--- src/otes_pkg.sv ---
// constants for the outside-threshold event status block
// assumes a 12-bit signed sample per axis and one output-data-rate tick per sample
package otes_pkg;
	localparam int DATA_W = 12;
	localparam int DBCNT_W = 8;
	localparam logic [7:0] STATUS_OFFSET = 8'h2d;
	localparam logic [7:0] STATUS_RESET = 8'h00;
	localparam int ACTIVE_BIT = 7;
	localparam int UNUSED_BIT = 6;
	// event/polarity pair of axis n sits at bits (5-2n) and (4-2n)
	localparam int X_EF_BIT = 5;
	localparam int X_POL_BIT = 4;
	localparam int Y_EF_BIT = 3;
	localparam int Y_POL_BIT = 2;
	localparam int Z_EF_BIT = 1;
	localparam int Z_POL_BIT = 0;
	localparam int AXES = 3;
endpackage

--- src/otes_axis.sv ---
// one axis of the outside-threshold detector: compare, event flag, polarity flag
// assumes i_odr_tick is a one-cycle pulse from logic on the same clock
`timescale 1ns/10ps
`default_nettype none
module otes_axis
	import otes_pkg::*;
(
	// clock and reset
	input wire logic i_core_clk,
	input wire logic i_rst,
	// sample and settings
	input wire logic i_odr_tick,
	input wire logic i_enable,
	input wire logic i_relative,
	input wire logic i_latch_enable,
	input wire logic i_clear,
	input wire logic i_debounce_reached,
	input wire logic signed [DATA_W-1:0] i_sample,
	input wire logic signed [DATA_W-1:0] i_upper_threshold,
	input wire logic signed [DATA_W-1:0] i_lower_threshold,
	// results
	output logic o_hit,
	output logic o_event_flag,
	output logic o_polarity
);
	logic signed [DATA_W-1:0] prev_r;
	logic signed [DATA_W:0] value;
	logic hit_up;
	logic hit_lo;

	// delta is one bit wider so a full-scale swing cannot wrap
	always_comb begin
		if (i_relative) begin
			value = {i_sample[DATA_W-1], i_sample} - {prev_r[DATA_W-1], prev_r};
		end else begin
			value = {i_sample[DATA_W-1], i_sample};
		end
		// both sides signed, or a negative value would compare as a large one
		hit_up = value >=
			$signed({i_upper_threshold[DATA_W-1], i_upper_threshold});
		hit_lo = value <=
			$signed({i_lower_threshold[DATA_W-1], i_lower_threshold});
		o_hit = i_enable && (hit_up || hit_lo);
	end

	always_ff @(posedge i_core_clk or posedge i_rst) begin
		if (i_rst) begin
			prev_r <= '0;
		end else if (i_odr_tick) begin
			prev_r <= i_sample;
		end
	end

	// a new hit on the tick outranks a clear in the same cycle
	// only latch mode holds flags for a read to clear; otherwise they track the data
	always_ff @(posedge i_core_clk or posedge i_rst) begin
		if (i_rst) begin
			o_event_flag <= 1'b0;
		end else if (i_odr_tick && !i_enable) begin
			o_event_flag <= 1'b0;
		end else if (i_odr_tick && o_hit) begin
			o_event_flag <= 1'b1;
		end else if (i_odr_tick && !i_latch_enable) begin
			o_event_flag <= 1'b0;
		end else if (i_clear && i_latch_enable) begin
			o_event_flag <= 1'b0;
		end
	end

	// upper wins when both thresholds are met, e.g. with crossed thresholds
	always_ff @(posedge i_core_clk or posedge i_rst) begin
		if (i_rst) begin
			o_polarity <= 1'b0;
		end else if (i_odr_tick && o_hit && !o_event_flag) begin
			o_polarity <= hit_up;
		end else if (i_odr_tick && o_hit && !i_latch_enable && i_debounce_reached) begin
			o_polarity <= hit_up;
		end
	end

	flag_set_a: assert property (@(posedge i_core_clk) disable iff (i_rst)
		i_odr_tick && o_hit |=> o_event_flag)
		else $error("axis flag not set on hit");
	flag_inside_a: assert property (@(posedge i_core_clk) disable iff (i_rst)
		i_odr_tick && !hit_up && !hit_lo && !i_latch_enable |=> !o_event_flag)
		else $error("axis flag set while inside window");
	pol_capture_a: assert property (@(posedge i_core_clk) disable iff (i_rst)
		i_odr_tick && o_hit && !o_event_flag |=> o_polarity == $past(hit_up))
		else $error("polarity not captured on flag set");
	axis_off_a: assert property (@(posedge i_core_clk) disable iff (i_rst)
		i_odr_tick && !i_enable |=> !o_event_flag && $stable(o_polarity))
		else $error("disabled axis changed its flags");
endmodule
`default_nettype wire

--- src/otes_top.sv ---
// outside-threshold event status: three axis detectors, debounce, status read port
// assumes all inputs come from logic on i_core_clk; the serial interface decodes reads
// How it works
// - axis flag sets when value is at or beyond upper or lower threshold
// - axis flag clears on a tick while value lies strictly between the thresholds, except a latched flag holds until read
// - polarity bit beside each flag: one upper, zero lower threshold met
// - active flag sets once OR of enabled axis hits lasts debounce count periods
// - active flag reads zero when all enabled axes lie inside the window
// - only enabled axes take part; no enables means detection is off
// - each axis flag is evaluated only while its enable bit is one
// - absolute mode compares the sample, relative mode compares its change
// - wake option restarts the auto-sleep timer each tick while active
// - status: active bit 7, bit 6 zero, X/Y/Z pairs in 5..0, read-only
// - active flag can be routed to either interrupt pin
// - polarity taken when its flag sets, and in plain mode again once debounced; meaningful only while flag is one
`timescale 1ns/10ps
`default_nettype none
module otes_top
	import otes_pkg::*;
(
	// clock and reset
	input wire logic i_core_clk,
	input wire logic i_rst,
	// samples, one set per output-data-rate tick
	input wire logic i_odr_tick,
	input wire logic signed [DATA_W-1:0] i_x_sample,
	input wire logic signed [DATA_W-1:0] i_y_sample,
	input wire logic signed [DATA_W-1:0] i_z_sample,
	// configuration held elsewhere
	input wire logic i_x_outside_enable,
	input wire logic i_y_outside_enable,
	input wire logic i_z_outside_enable,
	input wire logic i_relative_mode,
	input wire logic i_outside_event_latch_enable,
	input wire logic signed [DATA_W-1:0] i_upper_threshold,
	input wire logic signed [DATA_W-1:0] i_lower_threshold,
	input wire logic [DBCNT_W-1:0] i_outside_debounce_count,
	input wire logic i_wake_on_outside_event,
	input wire logic i_route_interrupt_pin_one,
	input wire logic i_route_interrupt_pin_two,
	// register read port
	input wire logic i_rd_en,
	input wire logic [7:0] i_rd_addr,
	output logic [7:0] o_rd_data,
	// events
	output logic o_outside_event_active,
	output logic o_interrupt_pin_one,
	output logic o_interrupt_pin_two,
	output logic o_wake_timer_restart
);
	logic [AXES-1:0] enable;
	logic [AXES-1:0] hit;
	logic [AXES-1:0] event_flag;
	logic [AXES-1:0] polarity;
	logic signed [DATA_W-1:0] sample [AXES];
	logic [DBCNT_W-1:0] dbcnt_r;
	logic [DBCNT_W-1:0] dbcnt_nxt;
	logic any_hit;
	logic debounce_reached;
	logic status_read;
	logic [7:0] status;

	assign enable = {i_x_outside_enable, i_y_outside_enable, i_z_outside_enable};
	assign sample[2] = i_x_sample;
	assign sample[1] = i_y_sample;
	assign sample[0] = i_z_sample;
	assign status_read = i_rd_en && (i_rd_addr == STATUS_OFFSET);

	// index 2 is X, 1 is Y, 0 is Z so the status bits fall out of the index
	generate
		for (genvar a = 0; a < AXES; a++) begin : g_axis
			otes_axis u_axis (
				.i_core_clk(i_core_clk),
				.i_rst(i_rst),
				.i_odr_tick(i_odr_tick),
				.i_enable(enable[a]),
				.i_relative(i_relative_mode),
				.i_latch_enable(i_outside_event_latch_enable),
				.i_clear(status_read),
				.i_debounce_reached(debounce_reached),
				.i_sample(sample[a]),
				.i_upper_threshold(i_upper_threshold),
				.i_lower_threshold(i_lower_threshold),
				.o_hit(hit[a]),
				.o_event_flag(event_flag[a]),
				.o_polarity(polarity[a])
			);
		end
	endgenerate

	// disabled axes never hit, so with no enables the detector stays idle
	always_comb begin
		any_hit = |(hit & enable);
		if (dbcnt_r == {DBCNT_W{1'b1}}) begin
			dbcnt_nxt = dbcnt_r;
		end else begin
			dbcnt_nxt = dbcnt_r + 1'b1;
		end
		debounce_reached = any_hit && (dbcnt_nxt >= i_outside_debounce_count);
		// bit 6 keeps its reset value of zero
		status = STATUS_RESET;
		status[ACTIVE_BIT] = o_outside_event_active;
		status[X_EF_BIT] = event_flag[2];
		status[X_POL_BIT] = polarity[2];
		status[Y_EF_BIT] = event_flag[1];
		status[Y_POL_BIT] = polarity[1];
		status[Z_EF_BIT] = event_flag[0];
		status[Z_POL_BIT] = polarity[0];
	end

	// counter saturates so a long event cannot wrap back under the count
	// a tick with no hit restarts the count, even while a latched axis flag still stands
	always_ff @(posedge i_core_clk or posedge i_rst) begin
		if (i_rst) begin
			dbcnt_r <= '0;
		end else if (i_odr_tick) begin
			dbcnt_r <= any_hit ? dbcnt_nxt : '0;
		end
	end

	always_ff @(posedge i_core_clk or posedge i_rst) begin
		if (i_rst) begin
			o_outside_event_active <= 1'b0;
		end else if (i_odr_tick) begin
			o_outside_event_active <= debounce_reached;
		end
	end

	// restart is judged on the active level held over the data-rate period now ending
	always_ff @(posedge i_core_clk or posedge i_rst) begin
		if (i_rst) begin
			o_wake_timer_restart <= 1'b0;
		end else begin
			o_wake_timer_restart <= i_odr_tick && i_wake_on_outside_event
				&& o_outside_event_active;
		end
	end

	// pins follow the active flag one cycle late and never react to a read
	always_ff @(posedge i_core_clk or posedge i_rst) begin
		if (i_rst) begin
			o_interrupt_pin_one <= 1'b0;
			o_interrupt_pin_two <= 1'b0;
		end else begin
			o_interrupt_pin_one <= i_route_interrupt_pin_one && o_outside_event_active;
			o_interrupt_pin_two <= i_route_interrupt_pin_two && o_outside_event_active;
		end
	end

	// unmapped addresses read zero; writes do not exist on this port
	always_ff @(posedge i_core_clk or posedge i_rst) begin
		if (i_rst) begin
			o_rd_data <= STATUS_RESET;
		end else if (status_read) begin
			o_rd_data <= status;
		end else begin
			o_rd_data <= 8'h00;
		end
	end

	active_set_a: assert property (@(posedge i_core_clk) disable iff (i_rst)
		i_odr_tick && any_hit && (dbcnt_nxt >= i_outside_debounce_count)
		|=> o_outside_event_active)
		else $error("active flag not set after debounce");
	active_wait_a: assert property (@(posedge i_core_clk) disable iff (i_rst)
		i_odr_tick && (dbcnt_nxt < i_outside_debounce_count) |=> !o_outside_event_active)
		else $error("active flag set before debounce count");
	active_clear_a: assert property (@(posedge i_core_clk) disable iff (i_rst)
		i_odr_tick && !any_hit |=> !o_outside_event_active
		##1 ($past(i_odr_tick) || !o_outside_event_active))
		else $error("active flag set while all axes inside");
	no_enable_a: assert property (@(posedge i_core_clk) disable iff (i_rst)
		i_odr_tick && enable == 3'b000 |=> !o_outside_event_active && event_flag == 3'b000)
		else $error("detection active with no axis enabled");
	wake_restart_a: assert property (@(posedge i_core_clk) disable iff (i_rst)
		o_wake_timer_restart |-> $past(o_outside_event_active) && $past(i_wake_on_outside_event)
		&& $past(i_odr_tick))
		else $error("wake restart without active flag");
	status_read_a: assert property (@(posedge i_core_clk) disable iff (i_rst)
		status_read |=> o_rd_data == $past(status) && !o_rd_data[UNUSED_BIT])
		else $error("status read returned wrong value");
	unmapped_read_a: assert property (@(posedge i_core_clk) disable iff (i_rst)
		!status_read |=> o_rd_data == 8'h00)
		else $error("unmapped read not zero");
	int_route_a: assert property (@(posedge i_core_clk) disable iff (i_rst)
		##1 o_interrupt_pin_two == ($past(i_route_interrupt_pin_two)
		&& $past(o_outside_event_active)))
		else $error("interrupt pin two misrouted");

	// debounce counter, wake, routing and per-axis flags
	int_one_route_a: assert property (@(posedge i_core_clk) disable iff (i_rst)
		##1 o_interrupt_pin_one == ($past(i_route_interrupt_pin_one)
		&& $past(o_outside_event_active)))
		else $error("interrupt pin one misrouted");
	wake_set_a: assert property (@(posedge i_core_clk) disable iff (i_rst)
		i_odr_tick && i_wake_on_outside_event && o_outside_event_active
		|=> o_wake_timer_restart)
		else $error("wake restart missing while active");
	wake_off_a: assert property (@(posedge i_core_clk) disable iff (i_rst)
		!i_wake_on_outside_event |=> !o_wake_timer_restart)
		else $error("wake restart with wake option off");
	count_clear_a: assert property (@(posedge i_core_clk) disable iff (i_rst)
		i_odr_tick && !any_hit |=> dbcnt_r == '0)
		else $error("debounce count kept after a quiet tick");
	count_hold_a: assert property (@(posedge i_core_clk) disable iff (i_rst)
		!i_odr_tick |=> $stable(dbcnt_r))
		else $error("debounce count moved between ticks");
	flag_follow_a: assert property (@(posedge i_core_clk) disable iff (i_rst)
		i_odr_tick && !i_outside_event_latch_enable |=> event_flag == $past(hit))
		else $error("axis flags do not follow the data");
	pol_hold_a: assert property (@(posedge i_core_clk) disable iff (i_rst)
		!i_odr_tick |=> $stable(polarity))
		else $error("polarity changed between ticks");

	active_rise_c: cover property (@(posedge i_core_clk) disable iff (i_rst)
		$rose(o_outside_event_active));
	wake_c: cover property (@(posedge i_core_clk) disable iff (i_rst) o_wake_timer_restart);
	read_event_c: cover property (@(posedge i_core_clk) disable iff (i_rst)
		status_read && |event_flag);
	relative_hit_c: cover property (@(posedge i_core_clk) disable iff (i_rst)
		i_odr_tick && i_relative_mode && any_hit);
	latch_clear_c: cover property (@(posedge i_core_clk) disable iff (i_rst)
		status_read && i_outside_event_latch_enable && |event_flag);
endmodule
`default_nettype wire

--- config.mk ---
export PLATFORM = sky130hd
export DESIGN_NAME = otes_top
export DESIGN_NICKNAME = d
export VERILOG_FILES = /design/src/otes_pkg.sv /design/src/otes_axis.sv /design/src/otes_top.sv
export SDC_FILE = /design/constraint.sdc
export NUM_CORES = 1
export LEC_CHECK = 0
export BUFFER_PORTS_ARGS = -buffer_cell sky130_fd_sc_hd__buf_2
export CORE_UTILIZATION = 35
export DETAILED_ROUTE_END_ITERATION = 10
export GPL_TIMING_DRIVEN = 1
export PLACE_DENSITY = 0.54
export SLEW_MARGIN = 20
export SYNTH_ARGS = -nofsm -noshare
export SYNTH_HDL_FRONTEND = slang
export SYNTH_SLANG_ARGS = --single-unit
--- constraint.sdc ---
create_clock -name i_core_clk -period 9.4 [get_ports i_core_clk]
set_input_delay 0.47 -clock i_core_clk [delete_from_list [all_inputs] [get_ports i_core_clk]]
set_output_delay 0.47 -clock i_core_clk [all_outputs]
set_load 0.01 [all_outputs]
=== Yosys cells after proc, flatten, opt, wreduce, memory -nomap -nowiden ===
Index checks and enable logic that the tools add are counted.

* Flip-flop bits (word level): 62
* Output and inout port bits: 12

* Add/subtract/negate cells: 4
* $lt $le $gt $ge: 7
* Equality and inequality tests: 2
* Mux-type cells: 20
* Bitwise operators: 1
* Reduce and logical (&&, ||, !) cells: 43

{| class="wikitable"
|+ Operators by type and width
! operator !! count
|-
| greater-or-equal comparator 13 x 12 -> 1 bit || 3
|-
| <= comparator 13 x 12 -> 1 bit || 3
|-
| 2-to-1 mux 13 bit || 3
|-
| subtractor 12 x 12 -> 13 bit || 3
|-
| logical AND 1 bit || 26
|-
| 2-to-1 mux 8 bit || 3
|-
| 2-to-1 mux 1 bit || 14
|-
| nonzero test 4 bit || 3
|-
| adder 8 x 1 -> 8 bit, second input constant || 1
|-
| == test 8 x 6 -> 1 bit, second input constant || 1
|-
| == test 8 bit, second input constant || 1
|-
| greater-or-equal comparator 8 bit || 1
|-
| zero test 1 bit || 7
|-
| nonzero test 2 bit || 3
|-
| AND 3 bit || 1
|-
| logical OR 1 bit || 3
|-
| OR reduction 3 bit || 1
|}

=== Longest topological paths before layout ===
Gate-level depths: netlist of run 1.

* Depth in word-level cells: 11
* Gate-level depth with buffers: 19

=== By module ===
A second synthesis of run 1 with hierarchy kept.

* Cell total of the unflattened synthesis: 849
* Area, all modules: 6925.4 µm²

{| class="wikitable"
|+ By module, submodules not included
! module !! times used !! cells an instance !! area each (µm²) !! sequential area each (µm²)
|-
| otes_axis (g_axis[1].u_axis ...) || 2 || 247 || 1940.6 || 350.3
|-
| otes_axis (g_axis[0].u_axis) || 1 || 233 || 1869.3 || 350.3
|-
| otes_top || 1 || 122 || 1174.9 || 475.5
|}

=== Least setup slack after synthesis of run 1 ===
OpenSTA, ideal clock, no wires.

* Kind: input to register
* From: input port i_x_sample[2]
* To: register dbcnt_r[0]
* Library setup time: 0.138 ns
* Data arrival time: 3.963 ns
* Required time: 9.262 ns
* Slack: 5.300 ns
* Stages on the path: 16
* Cell sequence: ha_1 -> nor2b_1 -> o21ai_2 -> a21boi_1 -> o311a_1 -> o311ai_2 -> a21boi_1 -> a221oi_1 -> ha_1 -> a21o_1 -> a2111oi_4 -> and2b_1 -> nor4b_4 -> o32ai_2 -> nor3_4 -> a21oi_1

* Longest elaborated chain between the ends: 8

{| class="wikitable"
|+ Ends and longest elaborated chain
! what !! line !! source
|-
| start, declared || otes_top.sv:26 || <nowiki>input wire logic signed [DATA_W-1:0] i_x_sample,</nowiki>
|-
| subtractor 12 x 12 -> 13 bit || otes_axis.sv:34 || <nowiki>value = {i_sample[DATA_W-1], i_sample} - {prev_r[DATA_W-1], prev_r};</nowiki>
|-
| 2-to-1 mux 13 bit (*) || otes_axis.sv:33 || <nowiki>if (i_relative) begin</nowiki>
|-
| greater-or-equal comparator 13 x 12 -> 1 bit / <= comparator 13 x 12 -> 1 bit (equally long branches) || otes_axis.sv:39, otes_axis.sv:41 ||
|-
| logical OR 1 bit (*) || otes_axis.sv:43 || <nowiki>o_hit = i_enable && (hit_up || hit_lo);</nowiki>
|-
| logical AND 1 bit (*) || otes_axis.sv:43 ||
|-
| AND 3 bit (*) || otes_top.sv:93 || <nowiki>any_hit = |(hit & enable);</nowiki>
|-
| OR reduction 3 bit (*) || otes_top.sv:93 ||
|-
| 2-to-1 mux 8 bit (*) || otes_top.sv:117 || <nowiki>dbcnt_r <= any_hit ? dbcnt_nxt : '0;</nowiki>
|-
| end signal, assigned || otes_top.sv:117 ||
|-
| end, declared || otes_top.sv:56 || <nowiki>logic [DBCNT_W-1:0] dbcnt_r;</nowiki>
|}

Mark *: on every way between the ends. The rest lies on a longest branch, timed or not.
A chain may end at the register's enable or synchronous reset.

=== Worst setup path after layout of run 1 ===
* From: register g_axis[2].u_axis.prev_r[0]
* To: register dbcnt_r[1]

* Longest elaborated chain between the ends: 8

{| class="wikitable"
|+ Ends and longest elaborated chain
! what !! line !! source
|-
| start, declared || otes_axis.sv:26 || <nowiki>logic signed [DATA_W-1:0] prev_r;</nowiki>
|-
| start signal, assigned || otes_axis.sv:50 || <nowiki>prev_r <= i_sample;</nowiki>
|-
| subtractor 12 x 12 -> 13 bit (*) || otes_axis.sv:34 ||
|-
| 2-to-1 mux 13 bit (*) || otes_axis.sv:33 ||
|-
| greater-or-equal comparator 13 x 12 -> 1 bit / <= comparator 13 x 12 -> 1 bit (equally long branches) || otes_axis.sv:39, otes_axis.sv:41 ||
|-
| logical OR 1 bit (*) || otes_axis.sv:43 ||
|-
| logical AND 1 bit (*) || otes_axis.sv:43 ||
|-
| AND 3 bit (*) || otes_top.sv:93 ||
|-
| OR reduction 3 bit (*) || otes_top.sv:93 ||
|-
| 2-to-1 mux 8 bit (*) || otes_top.sv:117 ||
|}

Marked as above.

==> impl_metrics.env, run 1 <==
export IMPL_io_pins=100
export IMPL_drt_pass1_iter_count=5
export IMPL_crit_slowest_cell="a221oi_1"
export IMPL_synthCells=778
export IMPL_utilization_pct=41.84
export IMPL_reg2reg_from="g_axis[2].u_axis.prev_r[0]$_DFFE_PP0P_"
export IMPL_maxSlewHeadroom_pct=41.51
export IMPL_synth_edf_count=0
export IMPL_ctsHoldBuffers=0
export IMPL_power_w=0.001171
export IMPL_fillers=1904
export IMPL_r2r_end="dbcnt_r[1]$_DFFE_PP0P_"
export IMPL_wirelength_met1_mm=8.655
export IMPL_finalMaxSlewViolations=0
export IMPL_num_nets_final=1087
export IMPL_cts_tree="yes"
export IMPL_ant_nets=0
export IMPL_max_cap_violations=0
export IMPL_setup_tns_ns=0
export IMPL_area_delta_synth_final_pct=15.39
export IMPL_status="completed"
export IMPL_clkLatencyLatePin_ns=0.35
export IMPL_synth_yosys_seq_area_share_pct=23.12
export IMPL_rsz0062_at_grt="no"
export IMPL_grt_usage_pct=18.30
export IMPL_cts_sinks=61
export IMPL_yosys_top_cells_area="ha_1 (23%), dfrtp_1 (23%), inv_1 (5.2%), mux2_2 (3.9%), o21ai_0 (3.9%)"
export IMPL_die_area_sq_um=19420
export IMPL_routed_wl_met3_um=723
export IMPL_synth_ff_type="dfrtp_1"
export IMPL_min_to="o_interrupt_pin_one$_DFF_PP0_"
export IMPL_top_layer_used="met4"
export IMPL_fin_crit_sh_pct=46.49
export IMPL_path_cells="ha_1, fa_1, nor2b_1, o21ai_2, a21boi_1, o311a_1, o311ai_2, a21boi_1, a221oi_1, ha_1, a21o_1, a2111oi_4, and2b_1, nor4b_4, o32ai_2, nor3_4, a21oi_1"
export IMPL_post_cts_setup_buffers=0
export IMPL_regToRegSetupSlack_ns=5.03
export IMPL_grt_pass1_wl_mm=27.92
export IMPL_fin_hold_ws_ns=0.3339
export IMPL_finalSetupViolations=0
export IMPL_synth_cell_types=73
export IMPL_grt_pass1_vias=5374
export IMPL_fin_skew_ns=0.009489
export IMPL_post_cts_resized=0
export IMPL_max_stage_delay_ns=0.41
export IMPL_drive_gt1_share_pct=18.56
export IMPL_viasPerCell=5.145
export IMPL_coreArea_sq_um=18210
export IMPL_pwr_density_cell_nw_per_um2=153.7
export IMPL_hold_viol_final=0
export IMPL_min_period_ns=4.370
export IMPL_initial_core_util_pct=36.26
export IMPL_grt_ovfl_total=0
export IMPL_start_kind="flip-flop"
export IMPL_num_rows=49
export IMPL_synth_seq_cells=61
export IMPL_route_detailed_drc=0
export IMPL_yosys_area_top_type="ha_1"
export IMPL_synth_warnings=0
export IMPL_clk_pin_slew_ns=0.06
export IMPL_cts_buffers=9
export IMPL_routed_wl_mm=16.99
export IMPL_worstPathArrival_ns=4.58
export IMPL_die_x_um=139.4
export IMPL_hold_depth=2
export IMPL_io_buffers=98
export IMPL_vdd_ir_drop_max_uv=91.76
export IMPL_grt_max_degree=85
export IMPL_tightest_slew_ns=0.8750
export IMPL_die_h_um=139.4
export IMPL_cts_root_buf="clkbuf_16"
export IMPL_cp_end_kind="flip-flop"
export IMPL_reg2reg_depth=17
export IMPL_avgSynthCellArea_sq_um=8.487
export IMPL_cts_buffer_depth=2
export IMPL_synth_top_area_share_pct=23.31
export IMPL_synth_nets=992
export IMPL_globalplace_congestion=0.8215
export IMPL_synthesis_area_sq_um=6603
export IMPL_path_class="reg -> reg"
export IMPL_required_ns=9.61
export IMPL_antenna_cells=0
export IMPL_hold_path_class="in -> reg"
export IMPL_async_reset_ff_share_pct=100.0
export IMPL_hp_start="i_route_interrupt_pin_one"
export IMPL_drtIter0Drc=299
export IMPL_route_met2_wl_mm=7.422
export IMPL_dp_hpwl_mm=13.68
export IMPL_cp_max_fo=9
export IMPL_routedWlPerCell_um=15.34
export IMPL_num_vias=5695
export IMPL_power_leakage_nw=3.821
export IMPL_fmax_mhz=228.8
export IMPL_antenna_found_initial=0
export IMPL_htree_num_levels=3
[worst max path at each step]
stage	slack, ns	start	depth (start not counted)	end
2_1_floorplan	5.30	i_x_sample[2]	16	dbcnt_r[0]$_DFFE_PP0P_
3_3_place_gp	4.84	i_x_sample[0]	19	dbcnt_r[1]$_DFFE_PP0P_
3_5_place_dp	4.72	i_x_sample[0]	19	dbcnt_r[1]$_DFFE_PP0P_
4_1_cts	5.01	g_axis[2].u_axis.prev_r[0]$_DFFE_PP0P_	17	dbcnt_r[1]$_DFFE_PP0P_
5_1_grt	4.66	g_axis[2].u_axis.prev_r[0]$_DFFE_PP0P_	17	dbcnt_r[5]$_DFFE_PP0P_
6_report	5.03	g_axis[2].u_axis.prev_r[0]$_DFFE_PP0P_	17	dbcnt_r[1]$_DFFE_PP0P_
[worst max-delay path: cells and delay by family, from the launching register on]
family	cells	cell delay, ns
AOI/OAI and AO/OA	10	2.26
and+or+nand+nor	4	0.86
adders and majority gates	3	0.77
DFF	1	0.35
[flip-flops by register name, indices dropped and copies added (netlist names)]
name                        cells
o_wake_timer_restart            1
o_interrupt_pin_two             1
g_axis.u_axis.o_event_flag      3
o_outside_event_active          1
dbcnt_r                         8
g_axis.u_axis.o_polarity        3
o_interrupt_pin_one             1
o_rd_data                       7
g_axis.u_axis.prev_r           36
[layout make-up]
| class | count | area [sq um] | area share (%) |
|---|---|---|---|
| multi-input cells | 607 | 4643 | 60.95 |
| well taps | 229 | 286.5 | 3.761 |
| inverters | 93 | 349.1 | 4.582 |
| clock buffers | 9 | 225.2 | 2.956 |
| repair buffers | 101 | 513.0 | 6.733 |
| clock inverters | 7 | 75.07 | 0.9854 |
| flip-flops and latches | 61 | 1526 | 20.04 |
[Yosys cell counts, types with 5 or more instances]
library cell / count
a21oi_1: 48
o21ai_1: 15
inv_1: 91
nand3_1: 16
or2_2: 7
clkbuf_1: 12
nor2_1: 41
and3_1: 6
a211oi_1: 15
o21a_1: 5
nand4_1: 13
xor2_1: 9
a21o_1: 16
a31oi_1: 7
nor3_1: 20
o21ai_0: 51
and2_1: 12
mux2i_1: 5
dfrtp_1: 61
mux2_2: 23
nand2_1: 65
xnor2_1: 21
ha_1: 123
o211ai_1: 7
nor2b_1: 11
[per-layer routing]
layer,track usage [%],up-vias
met1,25.54,2569
met3,3.648,16
met5,0,-
met4,4.561,0
met2,28.75,128
li1,-,2982
[report_power, final]
group / internal, W / leakage (nW) / switching [W]
clock: 0.000206 / 0.138 / 0.000139
combinational: 0.000228 / 2.92 / 0.000277
sequential: 0.000296 / 0.765 / 0.0000252
total: 0.000730 / 3.82 / 0.000441
[through the flow]
step	setup slack, ns	instances	cell area, sq um
finish	5.030	1107	7619
global placement	4.837	1091	7318
detailed placement	4.720	1091	7318
global route	4.663	1107	7619
floorplan	5.300	778	6603
CTS	5.011	1107	7619
[layout by cell type, fill, tap and decap left out, types with 3 or more instances in the layout]
master / n
a211oi_1: 15
o211ai_1: 7
o21ai_1: 15
a31oi_1: 7
clkbuf_16: 9
fa_1: 3
a21oi_1: 48
mux2_2: 23
nand3_1: 16
o21ai_0: 51
buf_2: 98
mux2i_1: 5
o21bai_1: 4
nand4_1: 13
inv_2: 3
o31ai_1: 4
nor2_1: 41
and2_1: 12
xor2_1: 9
nor3_1: 20
dfrtp_1: 61
clkinvlp_4: 3
buf_4: 3
o22ai_1: 3
xnor2_1: 21
ha_1: 123
inv_1: 90
nand2b_1: 3
or3_1: 3
a21o_1: 16
nand2_1: 65
nor2b_1: 11
or2_2: 7
and4_1: 4
o21a_1: 5
and3_1: 6
o2bb2ai_1: 4
[cell families (layout without fill, tap and decap cells)]
kind of cell / Yosys count / in the layout / synth area share [%]
flops: 61 / 61 / 23.12
mux: 30 / 30 / 5.022
fa+ha+maj: 126 / 126 / 24.22
other cells: 1 / 1 / 0.05680
buf+inv: 110 / 210 / 6.557
compound gates: 209 / 209 / 20.83
xor+xnor: 30 / 30 / 3.980
simple gates: 211 / 211 / 16.22
Power figures use the tool's default switching activity.
==> inputs of run 2 (changes only) <==
--- a/config.mk
+++ b/config.mk
@@ -9,7 +9,7 @@
 export CORE_UTILIZATION = 35
 export DETAILED_ROUTE_END_ITERATION = 10
 export GPL_TIMING_DRIVEN = 1
-export PLACE_DENSITY = 0.54
+export PLACE_DENSITY = 0.56
 export SLEW_MARGIN = 20
 export SYNTH_ARGS = -nofsm -noshare
 export SYNTH_HDL_FRONTEND = slang
==> constraint.sdc (replaced) <==
create_clock -name i_core_clk -period 3.95 [get_ports i_core_clk]
set_input_delay 0.1975 -clock i_core_clk [delete_from_list [all_inputs] [get_ports i_core_clk]]
set_output_delay 0.1975 -clock i_core_clk [all_outputs]
set_load 0.01 [all_outputs]
==> impl_metrics.env, run 2 (synthesis gave the netlist of run 1 again) <==
export IMPL_start_kind="flip-flop"
export IMPL_cts_sinks=61
export IMPL_ant_nets=0
export IMPL_viasPerCell=5.116
export IMPL_cts_tree="yes"
export IMPL_required_ns=4.18
export IMPL_use_met3_pct=3.544
export IMPL_drive_gt1_share_pct=27.80
export IMPL_fin_hold_ws_ns=-0.01069
export IMPL_routed_wl_mm=17.84
export IMPL_cts_buffers=9
export IMPL_hold_path_class="in -> async"
export IMPL_top_usage_layer="met2"
export IMPL_path_class="reg -> reg"
export IMPL_area_delta_synth_final_pct=25.81
export IMPL_fin_crit_sh_pct=101.9
export IMPL_htree_num_levels=3
export IMPL_fmax_mhz=248.5
export IMPL_antenna_cells=0
export IMPL_ff_latch_area_sq_um=1526
export IMPL_routedWlPerCell_um=15.42
export IMPL_grt_use_met1_pct=26.30
export IMPL_finalSetupViolations=10
export IMPL_rsz0062_at_grt="yes"
export IMPL_vdd_ir_drop_max_uv=200.4
export IMPL_clkLatencyLatePin_ns=0.34
export IMPL_drtIter0Drc=176
export IMPL_reg_top3="g_axis.u_axis.prev_r (36), dbcnt_r (8), o_rd_data (7)"
export IMPL_placed_cell_area_sq_um=7599
export IMPL_cts_buffer_depth=2
export IMPL_multiInputGateArea_sq_um=4949
export IMPL_route_detailed_drc=0
export IMPL_grt_met2_usage_pct=29.99
export IMPL_num_nets_final=1137
export IMPL_tightest_slew_ns=0.7736
export IMPL_num_rows=49
export IMPL_finalWorstSetupSlack_ns=-0.07365
export IMPL_initial_core_util_pct=36.26
export IMPL_power_w=0.002978
export IMPL_coreArea_sq_um=18210
export IMPL_globalplace_congestion=0.8793
export IMPL_fillers=1828
export IMPL_die_area_sq_um=19420
export IMPL_hold_viol_final=28
export IMPL_antenna_found_initial=0
export IMPL_max_cap_violations=0
export IMPL_grt_pass1_vias=5840
export IMPL_status="finished with violations"
export IMPL_drt_pass1_iter_count=5
export IMPL_io_buffers=98
export IMPL_cp_end_kind="flip-flop"
export IMPL_comb_power_share_pct=48.8
export IMPL_layout_commonest_cell="ha_1"
export IMPL_grt_usage_pct=18.94
export IMPL_setup_tns_ns=-0.3558
export IMPL_grt_ovfl_total=0
export IMPL_dp_hpwl_mm=14.05
export IMPL_grt_max_degree=48
export IMPL_final_cell_mix="ha_1 (115), buf_2 (98), inv_1 (88), nand2_1 (63), dfrtp_1 (61)"
export IMPL_final_area_sq_um=8307
export IMPL_worstPathArrival_ns=4.25
export IMPL_maxSlewHeadroom_pct=48.29
export IMPL_violations="hold timing, setup timing"
export IMPL_grt_pass1_wl_mm=29.30
export IMPL_seq_power_share_pct=25.8
export IMPL_ctsHoldBuffers=0
export IMPL_die_x_um=139.4
export IMPL_pre_cts_ws_ns=-0.2658
export IMPL_p_sw_share_pct=37.90
export IMPL_internal_power_w=0.001849
export IMPL_num_vias=5919
export IMPL_p_clk_share_pct=25.5
export IMPL_p_sw_w=0.001129
export IMPL_pwr_density_cell_nw_per_um2=358.4
export IMPL_fin_skew_ns=0.009056
export IMPL_power_leakage_nw=4.100
export IMPL_die_h_um=139.4
export IMPL_min_period_ns=4.024
export IMPL_largest_reg_flops=36
export IMPL_cp_max_fo=3
export IMPL_clk_pin_slew_ns=0.06
export IMPL_finalMaxSlewViolations=0
export IMPL_io_pins=100
export IMPL_regMostFlops="g_axis.u_axis.prev_r"
export IMPL_cts_root_buf="clkbuf_16"
## run 2: changes by cell type in the layout (fill, tap and decap cells not counted), sizes merged
cell	before	now
buf	101	151
bufinv	1	0
inv	94	93
clkbuf	9	11
## run 2: path summary, 6_finish.rpt
path / to / cells after the start / slack, ns / start
max: g_axis[0].u_axis.o_polarity$_DFFE_PP0P_ / 17 / -0.07 / g_axis[0].u_axis.prev_r[0]$_DFFE_PP0P_
min: o_rd_data[0]$_DFF_PP0_ / 2 / -0.01 / i_rst
max reg2reg: g_axis[0].u_axis.o_polarity$_DFFE_PP0P_ / 17 / -0.07 / g_axis[0].u_axis.prev_r[0]$_DFFE_PP0P_
min reg2reg: o_rd_data[2]$_DFF_PP0_ / 1 / 0.49 / g_axis[1].u_axis.o_polarity$_DFFE_PP0P_
max in group asynchronous: g_axis[2].u_axis.prev_r[1]$_DFFE_PP0P_ / 3 / 3.07 / i_rst
min in group i_core_clk: o_interrupt_pin_one$_DFF_PP0_ / 2 / 0.07 / i_route_interrupt_pin_one
## run 2: timing repair
action	4_1_cts	5_1_grt
resized for setup	16	42
pin swaps	23	37
setup endpoints to repair	11	14
setup buffers	8	8
## run 2: critical path, stage by stage, from the launching register on
cell	delay, ns
dfrtp_1	0.35
ha_2	0.19
inv_2	0.04
fa_2	0.34
a21o_1	0.19
a21o_1	0.21
a211oi_2	0.26
o21ai_1	0.13
a31oi_2	0.24
xnor2_1	0.09
mux2_4	0.28
buf_4	0.15
ha_4	0.20
and4_4	0.19
a32o_1	0.21
o31a_1	0.35
o211ai_1	0.13
mux2_1	0.33
## run 2: power by group through the flow
stage | registers (W) | logic [W] | clock network [W]
floorplan | 0.000751 | 0.000923 | 0
global placement | 0.000775 | 0.00127 | 0
detailed placement | 0.000776 | 0.00128 | 0
CTS | 0.000767 | 0.00133 | 0.000785
global route | 0.000781 | 0.00163 | 0.000820
finish | 0.000768 | 0.00145 | 0.000758
## run 2: area by class of cell
type                    instances  area share [%]
repair buffers                151           11.04
multi-input cells             607           59.57
well taps                     229           3.449
flip-flops and latches         61           18.38
clock inverters                 5          0.4368
inverters                      93           4.202
clock buffers                  11           2.922
## run 2: stage by stage
stage,instances,util [%]
final,1157,45.62
after global routing,1157,45.62
after CTS,1149,44.04
after detailed placement,1125,41.73
after global placement,1125,41.73
after floorplan,778,-
## run 2: layer usage
| layer | up-vias | wire, um |
|---|---|---|
| met3 | 13 | 824 |
| met4 | 0 | 201 |
| met1 | 2689 | 8871 |
| met5 | - | 0 |
| met2 | 131 | 7944 |
| li1 | 3086 | - |
==> inputs of run 3 (changes only) <==
--- a/config.mk
+++ b/config.mk
@@ -6,10 +6,12 @@
 export NUM_CORES = 1
 export LEC_CHECK = 0
 export BUFFER_PORTS_ARGS = -buffer_cell sky130_fd_sc_hd__buf_2
+export CORE_ASPECT_RATIO = 0.5
+export CORE_MARGIN = 5
 export CORE_UTILIZATION = 35
 export DETAILED_ROUTE_END_ITERATION = 10
 export GPL_TIMING_DRIVEN = 1
-export PLACE_DENSITY = 0.56
+export PLACE_DENSITY = 0.6
 export SLEW_MARGIN = 20
 export SYNTH_ARGS = -nofsm -noshare
 export SYNTH_HDL_FRONTEND = slang
==> impl_metrics.env, run 3 (synthesis gave the netlist of run 1 again) <==
export IMPL_status="finished with violations"
export IMPL_violations="setup timing"
export IMPL_drt_pass1_iter_count=4
export IMPL_grt_pass1_wl_mm=30.19
export IMPL_max_cap_violations=0
export IMPL_worstPathArrival_ns=4.38
export IMPL_tightest_slew_ns=0.7567
export IMPL_hold_path_class="in -> reg"
export IMPL_num_vias=6113
export IMPL_hold_depth=2
export IMPL_grt_max_degree=46
export IMPL_antenna_cells=0
export IMPL_vdd_ir_drop_max_uv=227.5
export IMPL_cp_max_fo=4
export IMPL_grt_pass1_vias=6119
export IMPL_r2r_end="dbcnt_r[6]$_DFFE_PP0P_"
export IMPL_fin_hold_ws_ns=0.06573
export IMPL_num_nets_final=1144
export IMPL_die_area_sq_um=21880
export IMPL_cts_root_buf="clkbuf_16"
export IMPL_globalplace_congestion=0.8749
export IMPL_largest_reg_flops=36
export IMPL_min_to="o_interrupt_pin_one$_DFF_PP0_"
export IMPL_grt_usage_pct=17.03
export IMPL_hp_start="i_route_interrupt_pin_one"
export IMPL_maxSlewHeadroom_pct=49.55
export IMPL_hold_viol_final=0
export IMPL_coreArea_sq_um=18480
export IMPL_setup_tns_ns=-1.970
export IMPL_pwr_density_cell_nw_per_um2=363.0
export IMPL_reg2reg_depth=19
export IMPL_viasPerCell=5.120
export IMPL_finalWorstSetupSlack_ns=-0.2098
export IMPL_fin_crit_sh_pct=105.3
export IMPL_io_buffers=98
export IMPL_startpoint="g_axis[2].u_axis.prev_r[0]$_DFFE_PP0P_"
export IMPL_required_ns=4.17
export IMPL_regToRegSetupSlack_ns=-0.21
export IMPL_cts_sinks=61
export IMPL_route_detailed_drc=0
export IMPL_regMostFlops="g_axis.u_axis.prev_r"
export IMPL_pre_cts_ws_ns=-0.3870
export IMPL_dp_hpwl_mm=14.74
export IMPL_io_pins=100
export IMPL_initial_core_util_pct=35.73
export IMPL_stdcell_count=1194
export IMPL_cts_tree="yes"
export IMPL_placed_cells=1155
export IMPL_clkLatencyLatePin_ns=0.34
export IMPL_clk_pin_slew_ns=0.06
export IMPL_antenna_found_initial=0
export IMPL_cp_end_kind="flip-flop"
export IMPL_grt_ovfl_total=0
export IMPL_reg2reg_from="g_axis[2].u_axis.prev_r[0]$_DFFE_PP0P_"
export IMPL_ant_nets=0
export IMPL_htree_num_levels=3
export IMPL_rsz0062_at_grt="yes"
export IMPL_routedWlPerCell_um=15.39
export IMPL_routed_wl_mm=18.37
export IMPL_die_x_um=204.2
export IMPL_cts_buffers=9
export IMPL_final_cell_mix="ha_1 (115), buf_2 (98), inv_1 (88), nand2_1 (65), dfrtp_1 (61)"
export IMPL_cts_buffer_depth=2
export IMPL_drtIter0Drc=242
export IMPL_utilization_pct=45.48
export IMPL_power_leakage_nw=4.142
export IMPL_min_period_ns=4.160
export IMPL_start_kind="flip-flop"
export IMPL_die_h_um=107.1
export IMPL_area_delta_synth_final_pct=27.31
export IMPL_fin_skew_ns=0.005261
export IMPL_layout_commonest_cell="ha_1"
export IMPL_finalSetupViolations=11
export IMPL_fmax_mhz=240.4
export IMPL_path_class="reg -> reg"
export IMPL_finalMaxSlewViolations=0
export IMPL_drive_gt1_share_pct=28.13
export IMPL_reg_top3="g_axis.u_axis.prev_r (36), dbcnt_r (8), o_rd_data (7)"
export IMPL_num_rows=35
[run 3: power breakdown]
part | switching, W | internal, W
sequential | 0.0000605 | 0.000705
combinational | 0.000747 | 0.000696
clock | 0.000345 | 0.000496
total | 0.00115 | 0.00190
[run 3: worst max-delay path, stage by stage, from the launching register on]
cell and delay [ns]:
dfrtp_1 0.40, ha_4 0.18, fa_2 0.39, nor2b_2 0.13
o21ai_2 0.07, a21boi_2 0.16, o311a_1 0.24, o311ai_4 0.13
buf_4 0.16, a221oi_2 0.28, ha_1 0.29, a21o_1 0.19
a2111oi_4 0.36, and2b_2 0.21, nor4b_4 0.24, o32ai_4 0.15
nor3_4 0.13, buf_6 0.15, buf_16 0.11, a21oi_1 0.06
[run 3: how the worst max path moves through the flow]
stage | end | cells after the start
2_1_floorplan | dbcnt_r[0]$_DFFE_PP0P_ | 17
5_1_grt | dbcnt_r[1]$_DFFE_PP0P_ | 19
3_3_place_gp | dbcnt_r[3]$_DFFE_PP0P_ | 21
3_5_place_dp | g_axis[0].u_axis.o_polarity$_DFFE_PP0P_ | 20
6_report | dbcnt_r[6]$_DFFE_PP0P_ | 19
4_1_cts | dbcnt_r[4]$_DFFE_PP0P_ | 19
[run 3: timing repair]
item                                    CTS  global route
hold endpoints to repair                 23             0
setup buffers                            13             7
hold buffers                              1             0
pin swaps                                32            34
endpoints found under the setup margin   14            14
gates cloned                              2             0
resized for setup                        32            24
[run 3: final cells by class]
| cell class | count | area, sq um |
|---|---|---|
| fill | 1842 | 10070 |
| clock inverter | 7 | 80.08 |
| inverter | 93 | 349.1 |
| multi-input combinational | 608 | 4925 |
| sequential | 61 | 1526 |
| tap | 259 | 324.1 |
| clock buffer | 9 | 225.2 |
| timing repair buffer | 157 | 975.9 |
[run 3: through the flow]
step	power, W	instance area, sq um
finish	0.003051	8406
detailed placement	0.002051	7624
CTS	0.003021	8228
global placement	0.002014	7624
global route	0.003304	8406
floorplan	0.001673	6603
[run 3: layer usage]
metal  vias to the layer above  global-route usage (%)  wire length (um)
met1                      2882                   22.72              8867
met3                        29                   3.354               769
li1                       3099                       -                 -
met2                       103                   28.22              8411
met4                         0                   4.826               326
met5                         -                       0                 0
